$ cat config.mk
export PLATFORM = sky130hd
export DESIGN_NAME = chg_regs
export DESIGN_NICKNAME = d
export VERILOG_FILES = /design/src/rtl/chg_pkg.sv /design/src/rtl/chg_regs.sv
export SDC_FILE = /design/constraint.sdc
export NUM_CORES = 1
export LEC_CHECK = 0
export BUFFER_PORTS_ARGS = -buffer_cell sky130_fd_sc_hd__buf_4
export CAP_MARGIN = 20
export CORE_MARGIN = 10
export CORE_UTILIZATION = 54
export DETAILED_ROUTE_END_ITERATION = 10
export GPL_ROUTABILITY_DRIVEN = 0
export PLACE_DENSITY = 0.77
export SLEW_MARGIN = 0
export SYNTH_ARGS = -nofsm -noshare
export SYNTH_HDL_FRONTEND = slang
export SYNTH_SLANG_ARGS = --single-unit
$ cat constraint.sdc
create_clock -name mclk_i -period 2.65 [get_ports mclk_i]
set_clock_uncertainty 0.05 [all_clocks]
set_input_delay 0.1325 -clock mclk_i [delete_from_list [all_inputs] [get_ports mclk_i]]
set_output_delay 0.1325 -clock mclk_i [all_outputs]
set_load 0.02 [all_outputs]
$ cat src/rtl/chg_pkg.sv
// Package: register map, field layout, codes and timing of the charger slice
package chg_pkg;
  // Register offsets
  localparam logic [7:0] CHG_OFS_CTRL10 = 8'h12;
  localparam logic [7:0] CHG_OFS_VBAT = 8'h13;
  localparam logic [7:0] CHG_OFS_VSYS = 8'h14;
  localparam logic [7:0] CHG_OFS_TS = 8'h15;
  localparam logic [7:0] CHG_OFS_VBUS = 8'h16;
  localparam logic [7:0] CHG_OFS_ICHG = 8'h17;
  localparam logic [7:0] CHG_OFS_IBUS = 8'h18;
  // Reset values
  localparam logic [7:0] CHG_CTRL_RST = 8'h00;
  localparam logic [7:0] CHG_RES_RST = 8'h00;
  localparam logic [7:0] CHG_ZERO8 = 8'h00;
  // Control register field positions
  localparam int CHG_LVL_HI = 7;
  localparam int CHG_LVL_LO = 6;
  localparam int CHG_DEG_HI = 5;
  localparam int CHG_DEG_LO = 4;
  localparam int CHG_HIZ_BIT = 3;
  localparam int CHG_DET_BIT = 2;
  localparam int CHG_FREQ_BIT = 1;
  // Bits kept through register reset or watchdog (deglitch field); all other fields cleared
  localparam logic [7:0] CHG_CTRL_KEEP = 8'h30;
  // Highest valid result codes
  localparam logic [7:0] CHG_VBAT_MAX = 8'hE8;
  localparam logic [7:0] CHG_TS_MAX = 8'h6F;
  localparam logic [7:0] CHG_IBUS_MAX = 8'h84;
  // Overcurrent levels in mA for codes 0..3
  localparam logic [15:0] CHG_OCP_MA0 = 16'h1770;
  localparam logic [15:0] CHG_OCP_MA1 = 16'h1F40;
  localparam logic [15:0] CHG_OCP_MA2 = 16'h2710;
  localparam logic [15:0] CHG_OCP_MA3 = 16'h2EE0;
  // Timing
  localparam int CHG_CLK_NS = 10;
  localparam int CHG_DEG0_NS = 128000;
  localparam int CHG_DEG1_NS = 256000;
  localparam int CHG_DEG2_NS = 1000000;
  localparam int CHG_DEG3_NS = 2000000;
  localparam int CHG_RATE_NS = 1000000000;
  localparam int CHG_DEG0_CYC = (CHG_DEG0_NS + CHG_CLK_NS - 1) / CHG_CLK_NS;
  localparam int CHG_DEG1_CYC = (CHG_DEG1_NS + CHG_CLK_NS - 1) / CHG_CLK_NS;
  localparam int CHG_DEG2_CYC = (CHG_DEG2_NS + CHG_CLK_NS - 1) / CHG_CLK_NS;
  localparam int CHG_DEG3_CYC = (CHG_DEG3_NS + CHG_CLK_NS - 1) / CHG_CLK_NS;
  localparam int CHG_RATE_CYC = (CHG_RATE_NS + CHG_CLK_NS - 1) / CHG_CLK_NS;
  localparam int CHG_CNT_W = 28;
  // Channel numbers, also index of the per-channel disable bits
  localparam logic [2:0] CHG_CH_IBUS = 3'h0;
  localparam logic [2:0] CHG_CH_ICHG = 3'h1;
  localparam logic [2:0] CHG_CH_VBUS = 3'h2;
  localparam logic [2:0] CHG_CH_VBAT = 3'h3;
  localparam logic [2:0] CHG_CH_VSYS = 3'h4;
  localparam logic [2:0] CHG_CH_TS = 3'h5;
  localparam logic [2:0] CHG_CH_LAST = 3'h5;
  localparam logic [2:0] CHG_CH_ONE = 3'h1;
  // Register port request from the serial slave
  typedef struct packed {
    logic wr;
    logic rd;
    logic [7:0] addr;
    logic [7:0] wdata;
  } chg_req_t;
  // Converter result
  typedef struct packed {
    logic done;
    logic [2:0] chan;
    logic [7:0] code;
  } chg_adc_t;
  typedef enum logic [1:0] {SQ_IDLE, SQ_ISSUE, SQ_WAIT, SQ_PAUSE} chg_seq_t;
endpackage

$ cat src/rtl/chg_regs.sv
// Charger control register and converter result registers with sequencer
`timescale 1ns/100ps
`default_nettype none
module chg_regs
  import chg_pkg::*;
#(
  parameter int DEG0_CYC = CHG_DEG0_CYC,
  parameter int DEG1_CYC = CHG_DEG1_CYC,
  parameter int DEG2_CYC = CHG_DEG2_CYC,
  parameter int DEG3_CYC = CHG_DEG3_CYC,
  parameter int RATE_CYC = CHG_RATE_CYC
) (
  // Clock and reset
  input wire logic mclk_i,
  input wire logic nrst_i,
  input wire logic ce_i,
  // Register port
  input wire chg_req_t req_i,
  output logic [7:0] rdata_o,
  // Reset sources
  input wire logic reg_rst_i,
  input wire logic wdog_expire_i,
  // Battery switch current in mA
  input wire logic [15:0] batsw_current_i,
  output logic batsw_overcurrent_o,
  output logic [1:0] batsw_overcurrent_level_o,
  output logic [1:0] batsw_overcurrent_deglitch_o,
  // Control levels
  output logic input_highz_enable_o,
  output logic usb_detect_enable_o,
  output logic boost_freq_select_o,
  // Conversion control
  input wire logic conversion_go_i,
  input wire logic conversion_rate_select_i,
  input wire logic [5:0] chan_off_i,
  input wire logic battery_below_short_i,
  output logic conversion_go_clear_o,
  output logic conversion_active_o,
  output logic adc_start_o,
  output logic [2:0] adc_chan_o,
  input wire chg_adc_t adc_i
);

  function automatic logic [7:0] clamp_code(input logic [7:0] c,
                                            input logic [7:0] mx);
    clamp_code = (c > mx) ? mx : c;
  endfunction

  function automatic logic [CHG_CNT_W-1:0] to_cnt(input int v);
    to_cnt = CHG_CNT_W'(v);
  endfunction

  logic [7:0] ctrl_q, ctrl_d;
  logic [7:0] vbat_q, vbat_d, vsys_q, vsys_d, ts_q, ts_d;
  logic [7:0] vbus_q, vbus_d, ichg_q, ichg_d, ibus_q, ibus_d;
  logic [7:0] rdata_q, rdata_d;
  logic ctrl_wr;

  // Control and read path
  always_comb begin
    ctrl_wr = req_i.wr && (req_i.addr == CHG_OFS_CTRL10);
    ctrl_d = ctrl_q;
    if (reg_rst_i || wdog_expire_i) begin
      ctrl_d = ctrl_q & CHG_CTRL_KEEP;
    end else if (ctrl_wr) begin
      ctrl_d = req_i.wdata;
    end
    rdata_d = rdata_q;
    if (req_i.rd) begin
      unique case (req_i.addr)
        CHG_OFS_CTRL10: rdata_d = ctrl_q;
        CHG_OFS_VBAT: rdata_d = vbat_q;
        CHG_OFS_VSYS: rdata_d = vsys_q;
        CHG_OFS_TS: rdata_d = ts_q;
        CHG_OFS_VBUS: rdata_d = vbus_q;
        CHG_OFS_ICHG: rdata_d = ichg_q;
        CHG_OFS_IBUS: rdata_d = ibus_q;
        default: rdata_d = CHG_ZERO8;
      endcase
    end
  end

  // Result capture; reserved codes saturate to the top valid code
  always_comb begin
    vbat_d = vbat_q;
    vsys_d = vsys_q;
    ts_d = ts_q;
    vbus_d = vbus_q;
    ichg_d = ichg_q;
    ibus_d = ibus_q;
    if (adc_i.done) begin
      unique case (adc_i.chan)
        CHG_CH_VBAT: vbat_d = clamp_code(adc_i.code, CHG_VBAT_MAX);
        CHG_CH_VSYS: vsys_d = clamp_code(adc_i.code, CHG_VBAT_MAX);
        CHG_CH_TS: ts_d = clamp_code(adc_i.code, CHG_TS_MAX);
        CHG_CH_VBUS: vbus_d = adc_i.code;
        CHG_CH_ICHG: ichg_d = battery_below_short_i ? CHG_ZERO8 : adc_i.code;
        CHG_CH_IBUS: ibus_d = clamp_code(adc_i.code, CHG_IBUS_MAX);
        default: ;
      endcase
    end
  end

  always_ff @(posedge mclk_i or negedge nrst_i) begin
    if (!nrst_i) begin
      ctrl_q <= CHG_CTRL_RST;
      rdata_q <= CHG_ZERO8;
      vbat_q <= CHG_RES_RST;
      vsys_q <= CHG_RES_RST;
      ts_q <= CHG_RES_RST;
      vbus_q <= CHG_RES_RST;
      ichg_q <= CHG_RES_RST;
      ibus_q <= CHG_RES_RST;
    end else if (ce_i) begin
      ctrl_q <= ctrl_d;
      rdata_q <= rdata_d;
      vbat_q <= vbat_d;
      vsys_q <= vsys_d;
      ts_q <= ts_d;
      vbus_q <= vbus_d;
      ichg_q <= ichg_d;
      ibus_q <= ibus_d;
    end
  end

  assign rdata_o = rdata_q;
  assign batsw_overcurrent_level_o = ctrl_q[CHG_LVL_HI:CHG_LVL_LO];
  assign batsw_overcurrent_deglitch_o = ctrl_q[CHG_DEG_HI:CHG_DEG_LO];
  assign input_highz_enable_o = ctrl_q[CHG_HIZ_BIT];
  assign usb_detect_enable_o = ctrl_q[CHG_DET_BIT];
  assign boost_freq_select_o = ctrl_q[CHG_FREQ_BIT];

  // Overcurrent deglitch
  logic [15:0] ocp_ma;
  logic [CHG_CNT_W-1:0] deg_lim, deg_q, deg_d;
  logic over, ocp_q, ocp_d;
  always_comb begin
    unique case (ctrl_q[CHG_LVL_HI:CHG_LVL_LO])
      2'h0: ocp_ma = CHG_OCP_MA0;
      2'h1: ocp_ma = CHG_OCP_MA1;
      2'h2: ocp_ma = CHG_OCP_MA2;
      2'h3: ocp_ma = CHG_OCP_MA3;
    endcase
    unique case (ctrl_q[CHG_DEG_HI:CHG_DEG_LO])
      2'h0: deg_lim = to_cnt(DEG0_CYC);
      2'h1: deg_lim = to_cnt(DEG1_CYC);
      2'h2: deg_lim = to_cnt(DEG2_CYC);
      2'h3: deg_lim = to_cnt(DEG3_CYC);
    endcase
    over = batsw_current_i > ocp_ma;
    deg_d = deg_q;
    ocp_d = ocp_q;
    if (!over) begin
      deg_d = '0;
      ocp_d = 1'b0;
    end else if (deg_q >= deg_lim - to_cnt(1)) begin
      ocp_d = 1'b1;
    end else begin
      deg_d = deg_q + to_cnt(1);
    end
  end

  always_ff @(posedge mclk_i or negedge nrst_i) begin
    if (!nrst_i) begin
      deg_q <= '0;
      ocp_q <= 1'b0;
    end else if (ce_i) begin
      deg_q <= deg_d;
      ocp_q <= ocp_d;
    end
  end
  assign batsw_overcurrent_o = ocp_q;

  // Conversion sequencer
  chg_seq_t st_q, st_d;
  logic [2:0] ch_q, ch_d;
  logic [CHG_CNT_W-1:0] tmr_q, tmr_d;
  logic clr_q, clr_d, start, skip;
  always_comb begin
    st_d = st_q;
    ch_d = ch_q;
    tmr_d = tmr_q;
    clr_d = 1'b0;
    start = 1'b0;
    skip = chan_off_i[ch_q] && !conversion_rate_select_i;
    unique case (st_q)
      SQ_IDLE: begin
        // Go is ignored in the clear cycle so a stale bit cannot retrigger
        if (conversion_rate_select_i || (conversion_go_i && !clr_q)) begin
          st_d = SQ_ISSUE;
          ch_d = CHG_CH_IBUS;
        end
      end
      SQ_ISSUE, SQ_WAIT: begin
        if (st_q == SQ_ISSUE && !skip) begin
          start = 1'b1;
          st_d = SQ_WAIT;
        end else if (st_q == SQ_ISSUE || adc_i.done) begin
          if (ch_q != CHG_CH_LAST) begin
            ch_d = ch_q + CHG_CH_ONE;
            st_d = SQ_ISSUE;
          end else if (conversion_rate_select_i) begin
            st_d = SQ_PAUSE;
            tmr_d = '0;
          end else begin
            st_d = SQ_IDLE;
            clr_d = 1'b1;
          end
        end
      end
      SQ_PAUSE: begin
        if (!conversion_rate_select_i) begin
          st_d = SQ_IDLE;
        end else if (tmr_q >= to_cnt(RATE_CYC) - to_cnt(1)) begin
          st_d = SQ_ISSUE;
          ch_d = CHG_CH_IBUS;
        end else begin
          tmr_d = tmr_q + to_cnt(1);
        end
      end
    endcase
  end

  always_ff @(posedge mclk_i or negedge nrst_i) begin
    if (!nrst_i) begin
      st_q <= SQ_IDLE;
      ch_q <= CHG_CH_IBUS;
      tmr_q <= '0;
      clr_q <= 1'b0;
    end else if (ce_i) begin
      st_q <= st_d;
      ch_q <= ch_d;
      tmr_q <= tmr_d;
      clr_q <= clr_d;
    end
  end

  assign adc_start_o = start && ce_i;
  assign adc_chan_o = ch_q;
  assign conversion_go_clear_o = clr_q;
  assign conversion_active_o = (st_q == SQ_ISSUE) || (st_q == SQ_WAIT);

  // Checks
  a_ctrl_rst_dflt: assert property (@(posedge mclk_i) disable iff (!nrst_i)
    ce_i && (reg_rst_i || wdog_expire_i) |=>
    ctrl_q[CHG_LVL_HI:CHG_LVL_LO] == 2'h0 && ctrl_q[3:0] == 4'h0)
    else $error("control fields not defaulted");
  a_highz_write: assert property (@(posedge mclk_i) disable iff (!nrst_i)
    ce_i && ctrl_wr && !reg_rst_i && !wdog_expire_i |=>
    input_highz_enable_o == $past(req_i.wdata[CHG_HIZ_BIT]))
    else $error("high-impedance output wrong after write");
  a_detect_write: assert property (@(posedge mclk_i) disable iff (!nrst_i)
    ce_i && ctrl_wr && !reg_rst_i && !wdog_expire_i |=>
    usb_detect_enable_o == $past(req_i.wdata[CHG_DET_BIT]))
    else $error("detection enable wrong after write");
  a_freq_write: assert property (@(posedge mclk_i) disable iff (!nrst_i)
    ce_i && ctrl_wr && !reg_rst_i && !wdog_expire_i |=>
    boost_freq_select_o == $past(req_i.wdata[CHG_FREQ_BIT]))
    else $error("boost frequency wrong after write");
  a_ocp_cause: assert property (@(posedge mclk_i) disable iff (!nrst_i)
    $rose(batsw_overcurrent_o) |-> $past(over) && $past(over, 2))
    else $error("overcurrent raised without persistent excess");
  a_vbat_range: assert property (@(posedge mclk_i) disable iff (!nrst_i)
    ce_i && adc_i.done && adc_i.chan == CHG_CH_VBAT |=>
    vbat_q == clamp_code($past(adc_i.code), CHG_VBAT_MAX))
    else $error("battery result wrong");
  a_vsys_range: assert property (@(posedge mclk_i) disable iff (!nrst_i)
    ce_i && adc_i.done && adc_i.chan == CHG_CH_VSYS |=>
    vsys_q <= CHG_VBAT_MAX)
    else $error("system result above range");
  a_ts_range: assert property (@(posedge mclk_i) disable iff (!nrst_i)
    ce_i && adc_i.done && adc_i.chan == CHG_CH_TS |=>
    ts_q <= CHG_TS_MAX)
    else $error("thermistor result above range");
  a_ichg_short: assert property (@(posedge mclk_i) disable iff (!nrst_i)
    ce_i && adc_i.done && adc_i.chan == CHG_CH_ICHG
    && battery_below_short_i |=> ichg_q == CHG_ZERO8)
    else $error("charge current not zero below short");
  a_ibus_range: assert property (@(posedge mclk_i) disable iff (!nrst_i)
    ce_i && adc_i.done && adc_i.chan == CHG_CH_IBUS |=>
    ibus_q <= CHG_IBUS_MAX)
    else $error("input current above range");
  a_skip_chan: assert property (@(posedge mclk_i) disable iff (!nrst_i)
    adc_start_o |-> !(chan_off_i[adc_chan_o]
    && !conversion_rate_select_i))
    else $error("disabled channel started");
  a_go_clear: assert property (@(posedge mclk_i) disable iff (!nrst_i)
    conversion_go_clear_o |-> !conversion_active_o
    && $past(conversion_active_o))
    else $error("go cleared while not finishing");
  c_ocp_fire: cover property (@(posedge mclk_i) $rose(batsw_overcurrent_o));
  c_oneshot_done: cover property (@(posedge mclk_i) conversion_go_clear_o);
  c_pause: cover property (@(posedge mclk_i) st_q == SQ_PAUSE);
  c_restart: cover property (@(posedge mclk_i)
    st_q == SQ_PAUSE ##1 st_q == SQ_ISSUE);

endmodule
`default_nettype wire

==> results of run 1 <==
## sequential cells by signal, indices dropped and copies added (netlist names), 2 cells and up
signal and count:
ibus_q 8, ichg_q 8, vbat_q 8, vsys_q 8, tmr_q 28, ctrl_q 8, deg_q 28, ts_q 8
st_q 2, adc_chan_o 3, vbus_q 8, rdata_o 8
## cell type report
type | instances | area [um^2]
multi-input cells | 581 | 4470
fillers | 874 | 3360
flip-flops and latches | 127 | 3180
repair buffers | 170 | 1410
clock buffers | 22 | 464
well taps | 176 | 220
inverters | 28 | 115
clock inverters | 10 | 113
diodes | 1 | 2.50
## where the power goes
group          switching (mW)  total (mW)  leakage [nW]  internal [mW]
registers               0.405        2.72          1.57           2.31
logic                   0.953        1.78          2.50          0.829
clock network           0.840        2.27         0.280           1.43
## cells by family (layout without fill, tap and decap cells)
| group | Yosys count | in the layout | synth area share |
|---|---|---|---|
| buffers and inverters | 65 | 230 | 0.0362 |
| muxes | 32 | 32 | 0.0552 |
| xor gates and xnor gates | 1 | 1 | 0.00119 |
| adders and majority gates | 41 | 41 | 0.0694 |
| other | 0 | 1 | 0 |
| and+or+nand+nor | 332 | 332 | 0.244 |
| DFF | 127 | 127 | 0.430 |
| AOI/OAI and AO/OA | 174 | 175 | 0.164 |
## layout by cell type, fill, tap and decap left out, types with 9 or more instances in the layout
cell / instances
buf_4: 133
and2_1: 13
dlygate4sd3_1: 18
ha_1: 26
nand4_1: 20
nor3_1: 11
and3_1: 11
or3_1: 10
nand2_1: 102
buf_6: 15
mux2_2: 20
inv_1: 21
or4_1: 16
a22o_1: 12
nand3_1: 58
clkbuf_16: 17
o21ai_0: 54
ha_4: 12
o211ai_1: 14
a211o_1: 9
dfrtp_1: 123
nand2b_1: 16
a21oi_1: 11
nor2_1: 15
## metrics by stage
stage,setup TNS [ns],utilization
after detailed placement,-6.94,0.636
after global placement,-2.50,0.636
after global routing,-3.01,0.748
after floorplan,0,-
after CTS,-0.00560,0.719
final,-1.44,0.748
## worst paths after layout
kind                                                from         to  slack, ns  depth (start not counted)
worst min register to register                 ichg_q[4]  ichg_q[4]       0.43                          2
worst max register to register                 ctrl_q[5]   deg_q[7]      -0.22                         12
max in group asynchronous                         nrst_i  tmr_q[19]       1.51                          3
worst max-delay path                           ctrl_q[5]   deg_q[7]      -0.22                         12
min in group asynchronous                         nrst_i   deg_q[4]       0.21                          2
worst min-delay path            conversion_rate_select_i    st_q[0]       0.06                          3
## worst min-delay path, stage by stage
cell	delay (ns)
buf_4	0.14
a211oi_1	0.08
a2bb2oi_1	0.12
## routing by layer
layer	track usage	up-vias
li1	-	3203
met5	0	-
met4	0.0855	0
met3	0.0539	80
met1	0.272	3447
met2	0.374	320
## timing repair
| item | CTS | global route |
|---|---|---|
| pin swaps | 20 | 28 |
| hold buffers | 18 | 0 |
| gates cloned | 2 | 1 |
| resized for setup | 55 | 58 |
| endpoints found under the setup margin | 29 | 30 |
| hold endpoints to repair | 89 | 0 |
| setup buffers | 10 | 8 |
==> impl_metrics.yaml, run 1 <==
die:
  initial_core_util: 0.554
  ioPinCount: 82
  core_um2: 13300
  die_w_um: 137
  die_h_um: 137
  num_rows: 42
  dieArea_um2: 18800
detailed_routing:
  num_vias: 7050
  wl_per_cell_um: 20.4
  wl_met3_um: 1490
  final_antenna_net_count: 0
  dr.pass1.iters: 5
  wl_met2_um: 11300
  route.detailed.drc: 0
  wl_met1_um: 9200
  viasPerCell: 6.32
  drt_iter0_drc: 686
  wirelength_um: 22800
  top_layer: "met4"
timing:
  post-route-min-period_ns: 2.87
  report.final.setup_viol: 16
  maxSlewViolCount: 0
  setup_ws_ns: -0.220
  fmax_ghz: 0.348
  rsz0062_at_grt: "true"
  fin_crit_sh: 1.08
  tightestPinTransition_ns: 0.887
  finalHoldViolCount: 0
  whs_ns: 0.0570
  max_slew_margin: 0.404
critical_path:
  slowest_stage: "dfrtp_2"
  cp-start-kind: "register"
  path_buf_inv: 3
  cp_data_required_time_ns: 2.88
  crit_type: "reg2reg"
  cp_max_fo: 8
  cpMostUsedCell: "buf_6"
  path_cells: "buf_6, ha_4, nor2_4, ha_1, a21oi_1, nand2_1, a21oi_2, a21oi_4, buf_6, buf_4, o311ai_0, nand3_1"
  crit_arrival_ns: 3.10
  crit_path_end_kind: "register"
  cpPeakStageDelay_ns: 0.49
  crit_family: "compound AO/OA/AOI/OAI gates"
hold_path:
  hold_path_class: "in2reg"
job:
  maxCapViolCount: 0
placed_design:
  dpl.hpwl_um: 13900
  numPortBuffers: 81
  place_worst_setup_slack_ns: -0.290
  dpl.cell_count: 1042
  detailed_place.area_um2: 8490
clock_network:
  clk_latency_ns: 0.42
  clkSinkCount: 127
  clk_pin_slew_worst_paths_ns: 0.06
  cts_tree: "done"
  clk_path_buf_depth: 2
  root_buffer: "clkbuf_16"
  h-tree-depth: 4
  cts-buffers-inserted: 17
final_layout:
  drive_gt1_frac: 0.307
  finalNonFillerCells: 1115
  final_area_um2: 9980
  area_growth_syn_to_layout_pct: 35.1
  fin_nets: 1026
logic_synthesis:
  yosys.cell_types.count: 68
  synth_cells: 772
  synth_top_area_share: 0.430
  ys_seq_area_frac: 0.430
  async_flop_share: 1.00
  synth_edf_count: 0
  synth-seq-cells: 127
  yosysMostFrequentCell: "dfrtp_1"
  synthTopCellsByArea: "dfrtp_1 43%, ha_1 6.9%, nand2_1 5.3%, nand3_1 4.1%, o21ai_0 3.7%"
  syn-cell-area_um2: 7390
  ys_warn_count: 0
  synth_top_flop_cell: "dfrtp_1"
  synth_area_per_cell_um2: 9.57
  synth_top_cell_by_area: "dfrtp_1"
  synth_fp_nets: 873
  yosys-top-cells-count: "127 x dfrtp_1, 104 x nand2_1, 60 x nand3_1"
power:
  power_mw: 6.77
  power_per_cell_area_nw_per_um2: 678
  ir_drop_mv: 0.457
  p_leak_nw: 4.35
grt:
  grtUsageTotal: 0.223
  antenna_found_initial: 1
  grt_max_degree: 57
  gr-total-overflow: 0
  grt_pass1_vias: 6841
  grt_pass1_wl_um: 33800
status:
  status: "finished, violations left"
  failed_checks: "setup timing"
No activity file was read; power rests on OpenSTA's default activity.
==> run 2: changes to the inputs <==
CORE_MARGIN = 4   (was 10)
HOLD_SLACK_MARGIN = 0.1   (was not set)
==> impl_metrics.yaml, run 2 (same netlist as run 1, synthesis figures left out) <==
die:
  dieArea_um2: 15600
  ioPinCount: 82
  die_h_um: 125
  die_w_um: 125
  core_um2: 13300
  initial_core_util: 0.554
  num_rows: 42
critical_path:
  path_buf_inv: 2
  cp-start-kind: "register"
  crit_path_end_kind: "register"
  crit_family: "compound AO/OA/AOI/OAI gates"
  startpoint: "ctrl_q[5]"
  cp_data_required_time_ns: 2.91
  ff2ff_setup_slack_ns: -0.34
  slowest_stage: "or4_1"
  cp_max_fo: 5
  crit_arrival_ns: 3.25
  path_cells: "buf_6, ha_4, xor2_1, ha_1, a21o_1, a21oi_2, a21o_1, buf_4, a21oi_2, or4_1, o211a_1"
  cpPeakStageDelay_ns: 0.60
  reg2reg_from: "ctrl_q[5]"
  crit_type: "reg2reg"
detailed_routing:
  dr.pass1.iters: 6
  viasPerCell: 6.57
  wirelength_um: 25100
  drt_iter0_drc: 952
  num_vias: 7488
  final_antenna_net_count: 0
  wl_per_cell_um: 22.1
  route.detailed.drc: 0
grt:
  grt_max_degree: 53
  grtUsageTotal: 0.287
  grt_pass1_wl_um: 36600
  antenna_found_initial: 1
  gr-total-overflow: 0
  grt_pass1_vias: 7337
final_layout:
  layout_common_cells: "139 x buf_4, 124 x dfrtp_1, 102 x nand2_1"
  area_growth_syn_to_layout_pct: 38.8
  largestRegisters: "deg_q: 28 flops, tmr_q: 28 flops"
  nFillCells: 809
  utilization: 0.768
  drive_gt1_frac: 0.318
  final_area_um2: 10300
  final_common_cell: "buf_4"
  fin_nets: 1050
hold_path:
  hold_start: "adc_i[8]"
  hold_path_class: "in2reg"
clock_network:
  clkSinkCount: 127
  h-tree-depth: 4
  cts_tree: "done"
  clk_latency_ns: 0.44
  clk_path_buf_depth: 2
  root_buffer: "clkbuf_16"
  cts-buffers-inserted: 17
  clk_pin_slew_worst_paths_ns: 0.07
timing:
  rsz0062_at_grt: "true"
  report.final.setup_viol: 29
  fmax_ghz: 0.334
  tightestPinTransition_ns: 1.41
  maxSlewViolCount: 0
  max_slew_margin: 0.0471
  fin_crit_sh: 1.13
  setup_ws_ns: -0.343
  finalHoldViolCount: 0
  whs_ns: 0.151
  post-route-min-period_ns: 2.99
power:
  p_leak_nw: 4.46
  power_per_cell_area_nw_per_um2: 673
  ir_drop_mv: 0.639
  power_mw: 6.90
placed_design:
  place_worst_setup_slack_ns: -0.344
  detailed_place.area_um2: 8500
  dpl.hpwl_um: 13900
  numPortBuffers: 81
job:
  maxCapViolCount: 0
status:
  failed_checks: "setup timing"
  status: "finished, violations left"
==> run 2: what timing repair did <==
item	4_1_cts	5_1_grt
hold buffers	33	0
resized for setup	65	61
pin swaps	42	25
endpoints found under the setup margin	29	45
hold endpoints to repair	109	0
setup buffers	12	10
gates cloned	4	2
==> run 2: tightest hold or removal path, cell delays in order <==
cell and delay (ns):
buf_4 0.13, or3b_2 0.23, nand2_1 0.06, nand2_1 0.05
==> run 2: area by class of cell <==
type / instances / area (um^2) / share of cell area
clock inverters: 12 / 135 / 0.0132
clock buffers: 20 / 447 / 0.0435
flip-flops and latches: 127 / 3180 / 0.310
inverters: 28 / 110 / 0.0107
multi-input cells: 583 / 4540 / 0.442
diodes: 1 / 2.50 / 0.000244
repair buffers: 192 / 1620 / 0.158
well taps: 176 / 220 / 0.0215
==> run 2: final timing paths <==
path / to / depth (start not counted)
max: deg_q[17] / 11
min: ts_q[6] / 4
max reg2reg: deg_q[17] / 11
min reg2reg: ichg_q[3] / 2
max in group asynchronous: ctrl_q[7] / 3
min in group asynchronous: adc_chan_o[2] / 2
==> run 2: per-layer routing <==
layer  vias up  part of all wire  GRT usage  routed length [um]
met5         -                 0          0                   0
met4         0             0.053      0.129                1330
met3       140             0.069     0.0648                1740
met2       418              0.49      0.492               12400
met1      3668              0.38      0.347                9620
li1       3262                 -          -                   -
==> run 2: through the flow <==
stage,TNS [ns],cells
after floorplan,0,772
after global placement,-2.36,1045
after detailed placement,-5.90,1045
after CTS,-0.261,1126
after global routing,-5.88,1139
final,-4.23,1139
==> run 2: power breakdown <==
part,internal [mW],switching [mW],total (mW)
sequential,2.31,0.425,2.74
clock,1.41,0.927,2.34
combinational,0.842,0.982,1.82
==> run 3: changes to the inputs <==
CORE_UTILIZATION = 25   (was 54)
PLACE_DENSITY = not set   (was 0.77)
==> impl_metrics.yaml, run 3 (same netlist as run 1, synthesis figures left out) <==
timing:
  setup_tns_ns: -0.288
  tightestPinTransition_ns: 0.798
  setup_ws_ns: -0.0526
  fin_crit_sh: 1.02
  finalHoldViolCount: 0
  fmax_ghz: 0.370
  report.final.setup_viol: 11
  max_slew_margin: 0.464
  post-route-min-period_ns: 2.70
  whs_ns: 0.115
  maxSlewViolCount: 0
  rsz0062_at_grt: "true"
die:
  core_um2: 28900
  dieArea_um2: 32400
  die_w_um: 180
  ioPinCount: 82
  initial_core_util: 0.255
  die_h_um: 180
  num_rows: 62
clock_network:
  cts_tree: "done"
  cts-buffers-inserted: 17
  clk_latency_ns: 0.42
  clk_pin_slew_worst_paths_ns: 0.06
  clkSinkCount: 127
  clk_path_buf_depth: 2
  h-tree-depth: 4
  root_buffer: "clkbuf_16"
power:
  power_per_cell_area_nw_per_um2: 654
  power_mw: 6.81
  p_leak_nw: 4.43
  ir_drop_mv: 0.435
detailed_routing:
  dr.pass1.iters: 5
  num_vias: 6785
  wl_per_cell_um: 16.1
  route.detailed.drc: 0
  wirelength_um: 21600
  final_antenna_net_count: 0
  drt_iter0_drc: 396
  viasPerCell: 5.06
critical_path:
  cp_data_required_time_ns: 2.94
  cp-start-kind: "register"
  r2r_cells: 11
  crit_type: "reg2reg"
  crit_path_end_kind: "register"
  reg2reg_to: "deg_q[11]"
  crit_arrival_ns: 3.00
  startpoint: "ctrl_q[4]"
  cp_max_fo: 5
  crit_end: "deg_q[11]"
  reg2reg_from: "ctrl_q[4]"
  ff2ff_setup_slack_ns: -0.05
hold_path:
  holdPathStages: 3
  hold_path_class: "in2reg"
grt:
  grtUsageMet1: 0.181
  grt_max_degree: 44
  grtUsageTotal: 0.127
  gr-total-overflow: 0
  grtUsageMet2: 0.202
  antenna_found_initial: 0
  grt_pass1_vias: 6529
  use_met3: 0.0226
  busiest_layer: "met2"
  grt_pass1_wl_um: 34600
final_layout:
  area_growth_syn_to_layout_pct: 40.8
  final_common_cell: "buf_4"
  n_antenna_cell: 0
  drive_gt1_frac: 0.306
  layout_common_cells: "141 x buf_4, 124 x dfrtp_1, 101 x nand2_1"
  largestRegisters: "deg_q: 28 flops, tmr_q: 28 flops"
  fin_nets: 1046
status:
  failed_checks: "setup timing"
  status: "finished, violations left"
placed_design:
  dpl.hpwl_um: 15000
  place_worst_setup_slack_ns: -0.216
  numPortBuffers: 81
job:
  maxCapViolCount: 0
==> run 3: cell count changes in the layout (fill, tap and decap cells not counted), sizes merged, moves of 2 or more <==
cell and delta:
clkinvlp -3, buf -2, inv +8, bufinv -2, dlygate4sd3 -2
==> run 3: layout make-up <==
class	count	area (um^2)
tap	384	480
timing repair buffer	190	1600
fill	2846	18500
sequential	127	3180
inverter	28	110
clock inverter	14	141
clock buffer	18	439
multi-input combinational	581	4450
==> run 3: layer usage <==
| metal | part of all wire | wire (um) |
|---|---|---|
| met5 | 0 | 0 |
| met4 | 0.013 | 278 |
| met3 | 0.040 | 866 |
| met2 | 0.46 | 9990 |
| met1 | 0.48 | 10400 |
==> run 3: worst max-delay path, cell delays in order, from the launching register on <==
cell	delay (ns)
dfrtp_2	0.47
inv_4	0.08
ha_4	0.17
xor2_2	0.17
ha_1	0.29
a21o_1	0.18
a21oi_1	0.12
a21o_1	0.21
a21oi_4	0.12
buf_6	0.14
or4_1	0.51
a21oi_2	0.13
==> run 3: how the worst min path moves through the flow <==
stage | start | to | slack, ns
detailed placement | nrst_i | deg_q[9] | 0.15
global placement | nrst_i | deg_q[15] | 0.14
CTS | ce_i | batsw_overcurrent_o | 0.10
global route | ce_i | batsw_overcurrent_o | 0.12
finish | ce_i | batsw_overcurrent_o | 0.12
floorplan | nrst_i | adc_chan_o[0] | -0.21
==> run 3: stage by stage <==
step / cells / area [um^2] / utilization
floorplan: 772 / 7430 / -
global placement: 1262 / 8850 / 0.306
detailed placement: 1262 / 8850 / 0.306
CTS: 1331 / 9970 / 0.344
global route: 1342 / 10400 / 0.360
finish: 1342 / 10400 / 0.360
==> run 3: timing repair <==
item	CTS	global route
pin swaps	21	36
endpoints found under the hold margin	99	1
buffers inserted	6	7
endpoints found under the setup margin	29	30
gates resized for setup	39	64
hold buffers	30	1
gates cloned	1	2
==> run 3: power by group <==
group / leakage, nW / internal (mW) / switching, mW
registers: 1.57 / 2.31 / 0.379
logic: 2.58 / 0.848 / 0.971
clock network: 0.285 / 1.28 / 1.02
total: 4.43 / 4.44 / 2.37
